--- config.mk ---
export PLATFORM = sky130hd
export DESIGN_NAME = psc_scan_seq
export DESIGN_NICKNAME = d
export VERILOG_FILES = /design/src/common/psc_pkg.sv /design/src/psc_scan_seq.sv
export VERILOG_INCLUDE_DIRS = /design/src /design/src/common
export SDC_FILE = /design/constraint.sdc
export NUM_CORES = 2
export LEC_CHECK = 0
export ABC_AREA = 1
export BUFFER_PORTS_ARGS = -buffer_cell sky130_fd_sc_hd__buf_2
export CAP_MARGIN = 30
export CORE_UTILIZATION = 49
export CTS_BUF_LIST = sky130_fd_sc_hd__clkbuf_8 sky130_fd_sc_hd__clkbuf_16
export DETAILED_ROUTE_END_ITERATION = 10
export PLACE_DENSITY_LB_ADDON = 0.12
export SETUP_SLACK_MARGIN = 0.05
export SYNTH_ARGS = -nofsm -noshare
export SYNTH_HDL_FRONTEND = slang
export SYNTH_SLANG_ARGS = --single-unit
--- constraint.sdc ---
create_clock -name clk -period 19.1 [get_ports clk]
set_input_delay 0 -clock clk [delete_from_list [all_inputs] [get_ports clk]]
set_output_delay 0 -clock clk [all_outputs]
set_load 0.01 [all_outputs]
--- src/common/psc_defs.svh ---
// timing figures, register offsets and reset values of the scan-cycle sequencer
`ifndef PSC_DEFS_SVH
`define PSC_DEFS_SVH

// ----------------------------------------------------------------------------
// clock and time base
// ----------------------------------------------------------------------------
`define PSC_CLK_NS      5
`define PSC_TICK_NS     10000
`define PSC_TICK_CYC    11'((`PSC_TICK_NS) / (`PSC_CLK_NS))
`define PSC_US2TK(us)   16'(((us) * 1000) / (`PSC_TICK_NS))

// ----------------------------------------------------------------------------
// phase durations in microseconds, and the cycle-time divisor for the service budget
// ----------------------------------------------------------------------------
`define PSC_OVR_FAST_US   130
`define PSC_OVR_MID_US    300
`define PSC_OVR_SLOW_US   500
`define PSC_OVR_PULSE_US  600
`define PSC_POVR_FAST_US  280
`define PSC_POVR_MID_US   300
`define PSC_LOVR_FAST_US  180
`define PSC_LOVR_MID_US   200
`define PSC_SVC_MIN_US    100
`define PSC_SLOT_US       1000
`define PSC_EXT_US        10000
`define PSC_PCT_DIV       20'd25

// ----------------------------------------------------------------------------
// service classes and counts
// ----------------------------------------------------------------------------
`define PSC_NCLS          6
`define PSC_CLS_END       3'd6
`define PSC_CLS_FILE      3'd4
`define PSC_IO_CLS_END    2'd3

// ----------------------------------------------------------------------------
// register byte offsets and reset values
// ----------------------------------------------------------------------------
`define PSC_REG_CTRL      6'h00
`define PSC_REG_FIXED     6'h04
`define PSC_REG_UNIFORM   6'h08
`define PSC_REG_LIMIT     6'h0c
`define PSC_REG_UCNT      6'h10
`define PSC_REG_UTIME     6'h14
`define PSC_REG_STATUS    6'h18
`define PSC_REG_PLOOP     6'h1c
`define PSC_REG_EXEC      6'h20
`define PSC_CTRL_RST      8'h00
`define PSC_FIXED_RST     16'h0000
`define PSC_UNIFORM_RST   16'h0000
`define PSC_LIMIT_RST     16'hffff
`define PSC_UNIT_RST      24'h000000

`endif

--- src/common/psc_pkg.sv ---
// types shared by the scan-cycle sequencer
package psc_pkg;

  typedef struct packed {
    logic [5:0]  addr;
    logic [31:0] wdata;
    logic        wr;
    logic        rd;
  } psc_bus_req_t;

  typedef struct packed {
    logic       enable;
    logic [1:0] variant;
    logic       pulse_io;
    logic       run_mode;
    logic       uniform_en;
    logic       fixed_en;
    logic       parallel;
  } psc_ctrl_t;

  typedef struct packed {
    logic       out_stb;
    logic       in_stb;
    logic [1:0] cls;
    logic [7:0] unit;
  } psc_io_t;

  typedef enum logic [1:0] {
    PSC_VAR_FAST  = 2'h0,
    PSC_VAR_MID   = 2'h1,
    PSC_VAR_PULSE = 2'h2,
    PSC_VAR_BASE  = 2'h3
  } psc_variant_t;

  typedef enum logic [5:0] {
    M_IDLE = 6'h01,
    M_OVER = 6'h02,
    M_EXEC = 6'h04,
    M_CALC = 6'h08,
    M_IO   = 6'h10,
    M_SVC  = 6'h20
  } psc_main_t;

  typedef enum logic [2:0] {
    P_IDLE = 3'h1,
    P_OVER = 3'h2,
    P_SVC  = 3'h4
  } psc_ploop_t;

endpackage

--- src/psc_scan_seq.sv ---
// scan-cycle sequencer with phase time budgets, normal and parallel modes
`timescale 1ns/1ps
`include "psc_defs.svh"

module psc_scan_seq (
  input  wire logic                 clk,
  input  wire logic                 rst_b,
  input  wire psc_pkg::psc_bus_req_t bus_req,
  output logic [31:0]               rdata,
  output logic                      prog_start,
  input  wire logic                 prog_done,
  output psc_pkg::psc_io_t          io,
  input  wire logic [5:0]           svc_present,
  input  wire logic [5:0]           svc_done,
  output logic [5:0]                svc_grant,
  output logic                      cycle_end
);
  import psc_pkg::*;

  // --------------------------------------------------------------------------
  // helpers
  // --------------------------------------------------------------------------
  function automatic logic [19:0] sat_sub(input logic [19:0] a, input logic [19:0] b);
    return (a > b) ? 20'(a - b) : 20'h00000;
  endfunction

  function automatic logic [15:0] budget(input logic present, input logic uen,
                                         input logic [15:0] ut, input logic [15:0] pct);
    logic [15:0] b;
    b = uen ? ut : pct;
    if (!present) begin
      return 16'h0000;
    end
    return (b < `PSC_US2TK(`PSC_SVC_MIN_US)) ? `PSC_US2TK(`PSC_SVC_MIN_US) : b;
  endfunction

  function automatic logic [15:0] oversee(input psc_ctrl_t c);
    if (c.parallel) begin
      return (c.variant == PSC_VAR_FAST) ? `PSC_US2TK(`PSC_POVR_FAST_US)
                                         : `PSC_US2TK(`PSC_POVR_MID_US);
    end
    unique case (c.variant)
      PSC_VAR_FAST:  return `PSC_US2TK(`PSC_OVR_FAST_US);
      PSC_VAR_MID:   return `PSC_US2TK(`PSC_OVR_MID_US);
      PSC_VAR_PULSE: return c.pulse_io ? `PSC_US2TK(`PSC_OVR_PULSE_US)
                                       : `PSC_US2TK(`PSC_OVR_SLOW_US);
      PSC_VAR_BASE:  return `PSC_US2TK(`PSC_OVR_SLOW_US);
    endcase
  endfunction

  // --------------------------------------------------------------------------
  // registers and state
  // --------------------------------------------------------------------------
  psc_ctrl_t     ctrl_r;
  logic [15:0]   fixed_r;
  logic [15:0]   uniform_r;
  logic [15:0]   limit_r;
  logic [23:0]   ucnt_r;
  logic [23:0]   utime_r;
  logic          ext_pend_r;
  logic [31:0]   rdata_r;
  logic [10:0]   pre_r;
  logic          tick;
  psc_main_t     mstate_r;
  logic [19:0]   cnt_r;
  logic [19:0]   len_r;
  logic [19:0]   cyc_r;
  logic [15:0]   last_r;
  logic [15:0]   pct_r;
  logic [15:0]   exec_r;
  psc_io_t       io_r;
  logic          io_wait_r;
  logic [2:0]    scls_r;
  logic [5:0]    mgrant_r;
  logic          prog_start_r;
  logic          cyc_end_r;
  psc_ploop_t    pstate_r;
  logic [19:0]   pcnt_r;
  logic [19:0]   pcyc_r;
  logic [15:0]   plast_r;
  logic [2:0]    pcls_r;
  logic [5:0]    pgrant_r;
  logic [19:0]   refresh_est;
  logic [19:0]   svc_est;
  logic [19:0]   others;
  logic [19:0]   wait_fix;
  logic [19:0]   room;
  logic [19:0]   ext_len;
  logic [19:0]   calc_len;
  logic [15:0]   cur_bud;
  logic          ext_use;
  logic          run_rise;

  // --------------------------------------------------------------------------
  // register bus slave
  // --------------------------------------------------------------------------
  assign run_rise = bus_req.wr && (bus_req.addr == `PSC_REG_CTRL) && !ctrl_r.run_mode &&
                    bus_req.wdata[3];
  assign ext_use  = (mstate_r == M_EXEC) && prog_done;

  always_ff @(posedge clk) begin
    if (!rst_b) begin
      ctrl_r    <= psc_ctrl_t'(`PSC_CTRL_RST);
      fixed_r   <= `PSC_FIXED_RST;
      uniform_r <= `PSC_UNIFORM_RST;
      limit_r   <= `PSC_LIMIT_RST;
      ucnt_r    <= `PSC_UNIT_RST;
      utime_r   <= `PSC_UNIT_RST;
    end else if (bus_req.wr) begin
      unique case (bus_req.addr)
        `PSC_REG_CTRL:    ctrl_r    <= psc_ctrl_t'(bus_req.wdata[7:0]);
        `PSC_REG_FIXED:   fixed_r   <= bus_req.wdata[15:0];
        `PSC_REG_UNIFORM: uniform_r <= bus_req.wdata[15:0];
        `PSC_REG_LIMIT:   limit_r   <= bus_req.wdata[15:0];
        `PSC_REG_UCNT:    ucnt_r    <= bus_req.wdata[23:0];
        `PSC_REG_UTIME:   utime_r   <= bus_req.wdata[23:0];
        default: ;
      endcase
    end
  end

  // mode change flag: a new switch in the cycle of consumption is kept
  always_ff @(posedge clk) begin
    if (!rst_b) begin
      ext_pend_r <= 1'b0;
    end else if (run_rise) begin
      ext_pend_r <= 1'b1;
    end else if (ext_use) begin
      ext_pend_r <= 1'b0;
    end
  end

  always_ff @(posedge clk) begin
    if (!rst_b) begin
      rdata_r <= 32'h00000000;
    end else if (bus_req.rd) begin
      unique case (bus_req.addr)
        `PSC_REG_CTRL:    rdata_r <= {24'h000000, ctrl_r};
        `PSC_REG_FIXED:   rdata_r <= {16'h0000, fixed_r};
        `PSC_REG_UNIFORM: rdata_r <= {16'h0000, uniform_r};
        `PSC_REG_LIMIT:   rdata_r <= {16'h0000, limit_r};
        `PSC_REG_UCNT:    rdata_r <= {8'h00, ucnt_r};
        `PSC_REG_UTIME:   rdata_r <= {8'h00, utime_r};
        `PSC_REG_STATUS:  rdata_r <= {4'h0, ext_pend_r, pstate_r, mstate_r, 2'h0, last_r};
        `PSC_REG_PLOOP:   rdata_r <= {16'h0000, plast_r};
        `PSC_REG_EXEC:    rdata_r <= {16'h0000, exec_r};
        default:          rdata_r <= 32'h00000000;
      endcase
    end else begin
      rdata_r <= 32'h00000000;
    end
  end

  // --------------------------------------------------------------------------
  // 10 us tick prescaler
  // --------------------------------------------------------------------------
  assign tick = (pre_r == 11'(`PSC_TICK_CYC - 11'd1));

  always_ff @(posedge clk) begin
    if (!rst_b) begin
      pre_r <= 11'h000;
    end else if (tick) begin
      pre_r <= 11'h000;
    end else begin
      pre_r <= 11'(pre_r + 11'h001);
    end
  end

  // --------------------------------------------------------------------------
  // calculation-phase length
  // --------------------------------------------------------------------------
  always_comb begin
    refresh_est = 20'h00000;
    svc_est     = 20'h00000;
    for (int c = 0; c < 3; c++) begin
      refresh_est = 20'(refresh_est + 20'(ucnt_r[8*c +: 8]) * 20'(utime_r[8*c +: 8]));
    end
    for (int k = 0; k < `PSC_NCLS; k++) begin
      if (!ctrl_r.parallel || (3'(k) == `PSC_CLS_FILE)) begin
        svc_est = 20'(svc_est + 20'(budget(svc_present[k], ctrl_r.uniform_en, uniform_r,
                                           pct_r)));
      end
    end
    others   = 20'(cyc_r + refresh_est + svc_est);
    wait_fix = ctrl_r.fixed_en ? sat_sub(20'(fixed_r), others) : 20'h00000;
    room     = sat_sub(20'(limit_r), 20'(others + wait_fix));
    ext_len  = (room < 20'(`PSC_US2TK(`PSC_EXT_US))) ? room : 20'(`PSC_US2TK(`PSC_EXT_US));
    calc_len = ext_pend_r ? 20'(wait_fix + ext_len) : wait_fix;
    cur_bud  = budget(svc_present[scls_r], ctrl_r.uniform_en, uniform_r, pct_r);
  end

  // --------------------------------------------------------------------------
  // program execution loop
  // --------------------------------------------------------------------------
  always_ff @(posedge clk) begin
    if (!rst_b) begin
      mstate_r     <= M_IDLE;
      cnt_r        <= 20'h00000;
      len_r        <= 20'h00000;
      cyc_r        <= 20'h00000;
      last_r       <= 16'h0000;
      pct_r        <= 16'h0000;
      exec_r       <= 16'h0000;
      io_r         <= '0;
      io_wait_r    <= 1'b0;
      scls_r       <= 3'h0;
      mgrant_r     <= 6'h00;
      prog_start_r <= 1'b0;
      cyc_end_r    <= 1'b0;
    end else begin
      prog_start_r <= 1'b0;
      cyc_end_r    <= 1'b0;
      io_r.out_stb <= 1'b0;
      io_r.in_stb  <= 1'b0;
      if (tick) begin
        cnt_r <= 20'(cnt_r + 20'h00001);
        cyc_r <= 20'(cyc_r + 20'h00001);
      end
      unique case (mstate_r)
        M_IDLE: begin
          if (ctrl_r.enable) begin
            mstate_r <= M_OVER;
            len_r    <= 20'(oversee(ctrl_r));
            cnt_r    <= 20'h00000;
            cyc_r    <= 20'h00000;
          end
        end
        M_OVER: begin
          if (cnt_r >= len_r) begin
            mstate_r     <= M_EXEC;
            prog_start_r <= 1'b1;
            cnt_r        <= 20'h00000;
          end
        end
        M_EXEC: begin
          // the executor reports done once the ready cyclic tasks have run
          if (prog_done) begin
            exec_r   <= 16'(cnt_r);
            mstate_r <= M_CALC;
            len_r    <= calc_len;
            cnt_r    <= 20'h00000;
          end
        end
        M_CALC: begin
          if (cnt_r >= len_r) begin
            mstate_r  <= M_IO;
            io_r.cls  <= 2'h0;
            io_r.unit <= 8'h00;
            io_wait_r <= 1'b0;
          end
        end
        M_IO: begin
          if (io_r.cls == `PSC_IO_CLS_END) begin
            mstate_r <= M_SVC;
            scls_r   <= 3'h0;
            cnt_r    <= 20'h00000;
          end else if (io_r.in_stb) begin
            // index moves on after the input strobe, so both strobes name one unit
            io_r.unit <= 8'(io_r.unit + 8'h01);
          end else if (io_r.unit >= ucnt_r[8*io_r.cls +: 8]) begin
            io_r.cls  <= 2'(io_r.cls + 2'h1);
            io_r.unit <= 8'h00;
          end else if (!io_wait_r) begin
            io_r.out_stb <= 1'b1;
            io_wait_r    <= 1'b1;
            cnt_r        <= 20'h00000;
          end else if (cnt_r >= 20'(utime_r[8*io_r.cls +: 8])) begin
            io_r.in_stb <= 1'b1;
            io_wait_r   <= 1'b0;
          end
        end
        M_SVC: begin
          if (scls_r == `PSC_CLS_END) begin
            last_r    <= 16'(cyc_r);
            pct_r     <= 16'(cyc_r / `PSC_PCT_DIV);
            cyc_end_r <= 1'b1;
            cyc_r     <= 20'h00000;
            cnt_r     <= 20'h00000;
            len_r     <= 20'(oversee(ctrl_r));
            mstate_r  <= ctrl_r.enable ? M_OVER : M_IDLE;
          end else if ((ctrl_r.parallel && (scls_r != `PSC_CLS_FILE)) ||
                       (cur_bud == 16'h0000) || (cnt_r >= 20'(cur_bud))) begin
            scls_r   <= 3'(scls_r + 3'h1);
            mgrant_r <= 6'h00;
            cnt_r    <= 20'h00000;
          end else begin
            mgrant_r <= 6'(6'h01 << scls_r);
          end
        end
      endcase
    end
  end

  // --------------------------------------------------------------------------
  // peripheral servicing loop, parallel mode only, own timers
  // --------------------------------------------------------------------------
  always_ff @(posedge clk) begin
    if (!rst_b) begin
      pstate_r <= P_IDLE;
      pcnt_r   <= 20'h00000;
      pcyc_r   <= 20'h00000;
      plast_r  <= 16'h0000;
      pcls_r   <= 3'h0;
      pgrant_r <= 6'h00;
    end else begin
      if (tick) begin
        pcnt_r <= 20'(pcnt_r + 20'h00001);
        pcyc_r <= 20'(pcyc_r + 20'h00001);
      end
      unique case (pstate_r)
        P_IDLE: begin
          if (ctrl_r.enable && ctrl_r.parallel) begin
            pstate_r <= P_OVER;
            pcnt_r   <= 20'h00000;
            pcyc_r   <= 20'h00000;
          end
        end
        P_OVER: begin
          if (pcnt_r >= ((ctrl_r.variant == PSC_VAR_FAST) ? 20'(`PSC_US2TK(`PSC_LOVR_FAST_US))
                                                          : 20'(`PSC_US2TK(`PSC_LOVR_MID_US)))) begin
            pstate_r <= P_SVC;
            pcls_r   <= 3'h0;
            pcnt_r   <= 20'h00000;
          end
        end
        P_SVC: begin
          if (pcls_r == `PSC_CLS_END) begin
            plast_r  <= 16'(pcyc_r);
            pcyc_r   <= 20'h00000;
            pcnt_r   <= 20'h00000;
            pstate_r <= (ctrl_r.enable && ctrl_r.parallel) ? P_OVER : P_IDLE;
          end else if ((pcls_r == `PSC_CLS_FILE) || !svc_present[pcls_r] ||
                       (pcnt_r >= 20'(`PSC_US2TK(`PSC_SLOT_US))) ||
                       (pgrant_r[pcls_r] && svc_done[pcls_r])) begin
            pcls_r   <= 3'(pcls_r + 3'h1);
            pgrant_r <= 6'h00;
            pcnt_r   <= 20'h00000;
          end else begin
            pgrant_r <= 6'(6'h01 << pcls_r);
          end
        end
      endcase
    end
  end

  // --------------------------------------------------------------------------
  // outputs
  // --------------------------------------------------------------------------
  assign rdata      = rdata_r;
  assign prog_start = prog_start_r;
  assign io         = io_r;
  assign svc_grant  = mgrant_r | pgrant_r;
  assign cycle_end  = cyc_end_r;

endmodule

======== Word level (Yosys, flattened, before mapping) ========
Index checks and enable logic that the tools add are counted.
word-level totals
  flip-flop bits (word level) ............. 354
  word-level logic and storage cells ...... 308
  bits in read-only memories .............. 0
  input bits .............................. 55
  output and inout bits ................... 52
  RAM bits ................................ 0
  memories kept ........................... 0
  bits in latches ......................... 0
cells by class
  eq/ne operators ......................... 44
  shift operators ......................... 4
  multiply operators ...................... 3
  reduce and logical (&&, ||, !) cells .... 47
  mux-type cells .......................... 132
  bitwise logic cells ..................... 6
  divide/modulo/power cells ............... 1
  magnitude comparators ................... 12
  add/sub/neg operators ................... 22
operators by type and width
  kind                                                                    count
  20-bit two-way mux                                                      33
  16-bit two-way mux                                                      22
  28-bit case mux with 9 select lines                                     1
  20-bit case mux with 3 select lines                                     2
  20-bit by 16-bit adder with 20-bit output                               5
  20-bit case mux with 5 select lines                                     1
  20-bit by 1-bit adder with 20-bit output (second input constant)        4
  20-bit case mux with 2 select lines                                     2
  16-bit case mux with 4 select lines                                     1
  20-bit adder                                                            3
  8-bit by 8-bit multiplier with 16-bit output                            3
  6-bit two-way mux                                                       8
  24-bit by 6-bit indexed part select with 8-bit output                   2
  16-bit by 20-bit > comparator with 1-bit output                         2
  16-bit by 20-bit subtractor with 20-bit output                          2
  6-bit case mux with 6 select lines                                      1
  2-bit inequality test (second input constant)                           17
  1-bit two-way mux                                                       33
  6-bit by 5-bit equality test with 1-bit output (second input constant)  5
  10-bit two-way mux                                                      3
  3-bit two-way mux                                                       10
  2-bit AND reduction                                                     14
  20-bit by 18-bit adder with 20-bit output                               1
  20-bit by 5-bit divider with 20-bit output (second input constant)      1
  53 further kinds                                                        95

======== Depth between registers and ports, before layout ========
  word-level depth ........................ 27
  depth in mapped cells ................... 140

======== Least setup slack after synthesis ========
No wires, ideal clock.
  kind .................................... reg-to-reg
  start point ............................. reg ctrl_r[2] (netlist name)
  end point ............................... reg len_r[16]
  setup slack ............................. 744 ps
  arrival time ............................ 18,286 ps
  setup time .............................. 70 ps
  stages on the path, launching flop included .. 116
  path buffers ............................ 4
  period minus slack after synthesis ...... 18,356 ps
  path through ............................ dfxtp_1 clkbuf_1 clkbuf_1 o21ai_0 nor2_1 nor2_1 nor2_1 inv_1 nor2_1 inv_1 nand2_1 nor2_1 ha_1 inv_1 fa_1 nor2_1 inv_1 fa_1 (+80 left out) inv_1 fa_1 o31ai_1 nand3_1 nand2_1 a21oi_1 o21bai_1 a21oi_1 o21bai_1 a21oi_1 o21bai_1 a21oi_1 o21bai_1 a21o_1 a21oi_1 nand2_1 nand4_1 a21oi_1
on the way
  longest elaborated chain between the ends .. 27
ends and longest elaborated chain
  element                                                                                                            RTL line             source
  start: declaration                                                                                                 psc_scan_seq.sv:54   psc_ctrl_t ctrl_r;
  start signal: assignment                                                                                           psc_scan_seq.sv:103  ctrl_r <= psc_ctrl_t'(`PSC_CTRL_RST);
  start signal: assignment                                                                                           psc_scan_seq.sv:111  `PSC_REG_CTRL: ctrl_r <= psc_ctrl_t'(bus_req.wdata[7:0]);
  16-bit two-way mux (*)                                                                                             psc_scan_seq.sv:30   b = uen ? ut : pct;
  16-bit by 4-bit < comparator with 1-bit output (no source line)                                                    n/a
  16-bit two-way mux (*)                                                                                             psc_scan_seq.sv:34   return (b < `PSC_US2TK(`PSC_SVC_MIN_US)) ? `PSC_US2TK(`PSC_SVC_MIN_US) : b;
  16-bit two-way mux                                                                                                 psc_scan_seq.sv:34
  16-bit two-way mux                                                                                                 psc_scan_seq.sv:179  if (!ctrl_r.parallel || (3'(k) == `PSC_CLS_FILE)) begin
  20-bit by 16-bit adder with 20-bit output                                                                          psc_scan_seq.sv:180  svc_est = 20'(svc_est + 20'(budget(svc_present[k], ctrl_r.uniform_en, uniform_r,
  20-bit two-way mux                                                                                                 psc_scan_seq.sv:179
  20-bit by 16-bit adder with 20-bit output                                                                          psc_scan_seq.sv:180
  (+11 left out)                                                                                                     n/a
  16-bit by 20-bit subtractor with 20-bit output or 16-bit by 20-bit > comparator with 1-bit output (tied branches)  psc_scan_seq.sv:24   return (a > b) ? 20'(a - b) : 20'h00000;
  20-bit two-way mux                                                                                                 psc_scan_seq.sv:24
  20-bit by 10-bit < comparator with 1-bit output                                                                    psc_scan_seq.sv:187  ext_len = (room < 20'(`PSC_US2TK(`PSC_EXT_US))) ? room : 20'(`PSC_US2TK(`PSC_EXT_US));
  20-bit two-way mux                                                                                                 psc_scan_seq.sv:187
  20-bit adder                                                                                                       psc_scan_seq.sv:188  calc_len = ext_pend_r ? 20'(wait_fix + ext_len) : wait_fix;
  20-bit two-way mux (*)                                                                                             psc_scan_seq.sv:188
  20-bit two-way mux (*)                                                                                             psc_scan_seq.sv:237  if (prog_done) begin
  20-bit case mux with 3 select lines (*)                                                                            psc_scan_seq.sv:219  unique case (mstate_r)
  end signal: assignment                                                                                             psc_scan_seq.sv:223  len_r <= 20'(oversee(ctrl_r));
  end signal: assignment                                                                                             psc_scan_seq.sv:240  len_r <= calc_len;
  end signal: assignment                                                                                             psc_scan_seq.sv:279  len_r <= 20'(oversee(ctrl_r));
  end: declaration                                                                                                   psc_scan_seq.sv:66   logic [19:0] len_r;
Every way passes the cells marked *; elsewhere a longest branch is shown, timed or not. The select of a mux whose other input is x is not followed.
A chain may end at the register's enable or synchronous reset.

======== Worst setup path in the final report ========
Ends and elaborated chain as after synthesis.

==> reports/qor.csv <==
metric;value;unit
synthesized cell area;33800;um2
Sw Share;33.9;%
area grow syn2layout;18.9;%
largest net degree at the start of global routing;117;
Sw Pwr;796;uW
Post-synth EDFFs;0;
# rows;95;
Post-synth top cells;inv_1, nand2_1, nor2_1, dfxtp_1, ha_1;
reg2reg setup slack;0.49;ns
Fin. Hold Viols;0;
initial core utilization;50.0;%
CTS Sinks;346;
TritonRoute pass-1 iters;6;
placed cells;6013;
largest cells by area after synthesis;dfxtp_1, ha_1, fa_1;
Detailed Place HPWL;88200;um
CTS tree;done;
# setup viols final;0;
WL/cell;18.2;um
Pint;1.55;mW
Worst-Skew Late Latency;0.62;ns
fin nets;5853;
post-route minimum period;18.61;ns
htree depth;2;
area of the core;67800;um2
Worst Path Max Fanout;5;
die height;265;um
Syn Inst Count;4900;
first-pass GRT wire length;173000;um
DR iter-0 viols;3022;
CP most frequent cell;a21oi_2;
synth unique cells;66;
Max IR drop VDD;56.1;uV
Residual DRC;0;
Antenna Nets Post-Route;0;
Power Dens Cells;58.4;nW/um2
Hold Crit Class;primary input to register;
max incr delay on CP;0.54;ns
Total GRT Usage;31.6;%
Synth top area share;20.5;%
Ports;107;
leakage power;20.7;nW
post-synthesis async set-or-reset flop share;0;%
input/output buffers;94;
Tightest Pin Transition;1.05;ns
CP startpoint kind;register;
fin crit share;97.4;%
status;finished, final reports clean;
Seq pwr share;31.9;%
Synth Area per Inst;6.91;um2
Worst setup EP type;register;
cell taking the most area after synthesis;dfxtp_1;
Num CTS Buffers;43;
fin util;59.4;%
post-synthesis sequential area ratio;20.5;%
clk slew on worst S/H paths;0.07;ns
FMAX;53.7;MHz
CP arrival;19.11;ns
critical setup path kind;register to register;
Synth Register Bits;346;
Comb power frac;31.3;%
Slew Viols, Final;0;
Final Non-Filler Cells;6162;
Worst Path Buf+Inv;27;
share of layout cells above drive strength 1;16.6;%
CTS root buf;clkbuf_16;
Syn. warnings;0;
Max Cap Viol;0;
relative slew slack;29.7;%
overall die width;265;um
initial antenna violation count;0;
Post-Route WL;112000;um
slowest stage cell, crit path;fa_2;
Clk network pwr share;36.9;%
CP required;19.60;ns
gr ovfl total;0;
RSZ-0062 raised after global routing;true;
die footprint;70100;um2
routed via count;32800;
Main synth FF type;dfxtp_1;
clk_skew;0.0442;ns
gp weighted congestion;0.970;
Max Buffers Root-to-Sink;3;
most common cell in the netlist;inv_1;
DR vias/cell;5.32;
vias in the first global route;30500;
CP delay by family, top;adder cells;
==> worst min-delay path, stage by stage <==
cell	delay, ns
buf_2	0.10
nand3_1	0.07
nand4_1	0.07
nand4_1	0.14
nor2_1	0.10
nand3_1	0.08
a21oi_1	0.06
==> layout by cell type (no fill, tap or decap), types with 70 or more instances in the layout <==
cell,synthesis,final
xor2_1,107,102
buf_2,1,94
fa_1,200,191
buf_4,4,324
ha_1,343,322
nand3_1,191,186
inv_1,915,883
nor2_1,607,573
dfxtp_1,346,344
a21oi_1,329,283
o21ai_0,334,296
nand2_1,777,767
inv_2,33,70
==> cells by family (layout without fill, tap and decap cells) <==
logic type	Yosys count	in the layout	synth area share (%)
and+or+nand+nor	1868	1868	24.3
AOI/OAI and AO/OA	867	867	14.3
buffers and inverters	1121	1493	12.5
DFF	346	346	20.5
xor gates and xnor gates	154	154	3.99
other	1	18	0.0111
adders and majority gates	543	543	24.5
==> path summary, 6_finish.rpt <==
check	startpoint	to	depth (start not counted)
worst max-delay path	ctrl_r[2]$_SDFFE_PN0P_	len_r[16]$_SDFFE_PN0P_	127
worst min-delay path	svc_present[0]	pgrant_r[2]$_SDFFE_PN0P_	7
worst max register to register	ctrl_r[2]$_SDFFE_PN0P_	len_r[16]$_SDFFE_PN0P_	127
worst min register to register	pre_r[0]$_SDFF_PP0_	pre_r[0]$_SDFF_PP0_	1
==> power by group through the flow <==
stage               clock (mW)  sequential, mW  combinational [mW]
floorplan                    0           0.758               0.381
global placement             0           0.763               0.622
detailed placement           0           0.764               0.628
CTS                      0.872           0.748               0.644
global route             0.899           0.749               0.810
finish                   0.866           0.748               0.734
==> area by class of cell <==
class	count	area (um2)
Clock buffer	48	1140
Fill cell	6424	27500
Sequential cell	346	6930
Timing Repair Buffer	454	3340
Clock inverter	30	347
Antenna cell	1	2.50
Inverter	961	3610
Multi-Input combinational cell	3449	23800
Tap cell	873	1090
==> stage by stage <==
step	power (mW)	setup slack, ns	hold slack [ns]	setup TNS (ns)	area (um2)
after global placement	1.39	0.0258	0.249	0	37000
after global routing	2.46	-0.861	0.152	-3.91	40200
after CTS	2.26	0.0630	0.0501	0	38900
after floorplan	1.14	0.744	0.126	0	33900
final	2.35	0.491	0.0686	0	40200
after detailed placement	1.39	-0.266	0.245	-0.623	37100
==> per-layer routing <==
metal	vias to the layer above	routed length, um	GRT usage, %
li1	16300	-	-
met1	15200	49100	43.0
met2	1058	48900	49.3
met3	222	8870	5.69
met4	0	5220	12.9
met5	-	0	0
==> state kept, by name, summed over array words and instances, names as in the netlist, 6 cells and up <==
name,count
rdata,28
pre_r,11
mstate_r,6
uniform_r,16
io,12
ctrl_r,8
pcyc_r,16
plast_r,16
pcnt_r,20
cyc_r,20
pct_r,16
limit_r,16
fixed_r,16
pgrant_r,6
exec_r,16
last_r,16
utime_r,24
mgrant_r,6
len_r,20
cnt_r,20
ucnt_r,24
==> repair_timing <==
action                     4_1_cts  5_1_grt
setup buffers                    5       39
gates resized for setup         14      280
pin swaps                        8      162
setup endpoints to repair        5       17
hold endpoints to repair       117        0
hold buffers                    25        0
cloned                           0        2
Note: power is estimated with default switching activity, not from simulation.
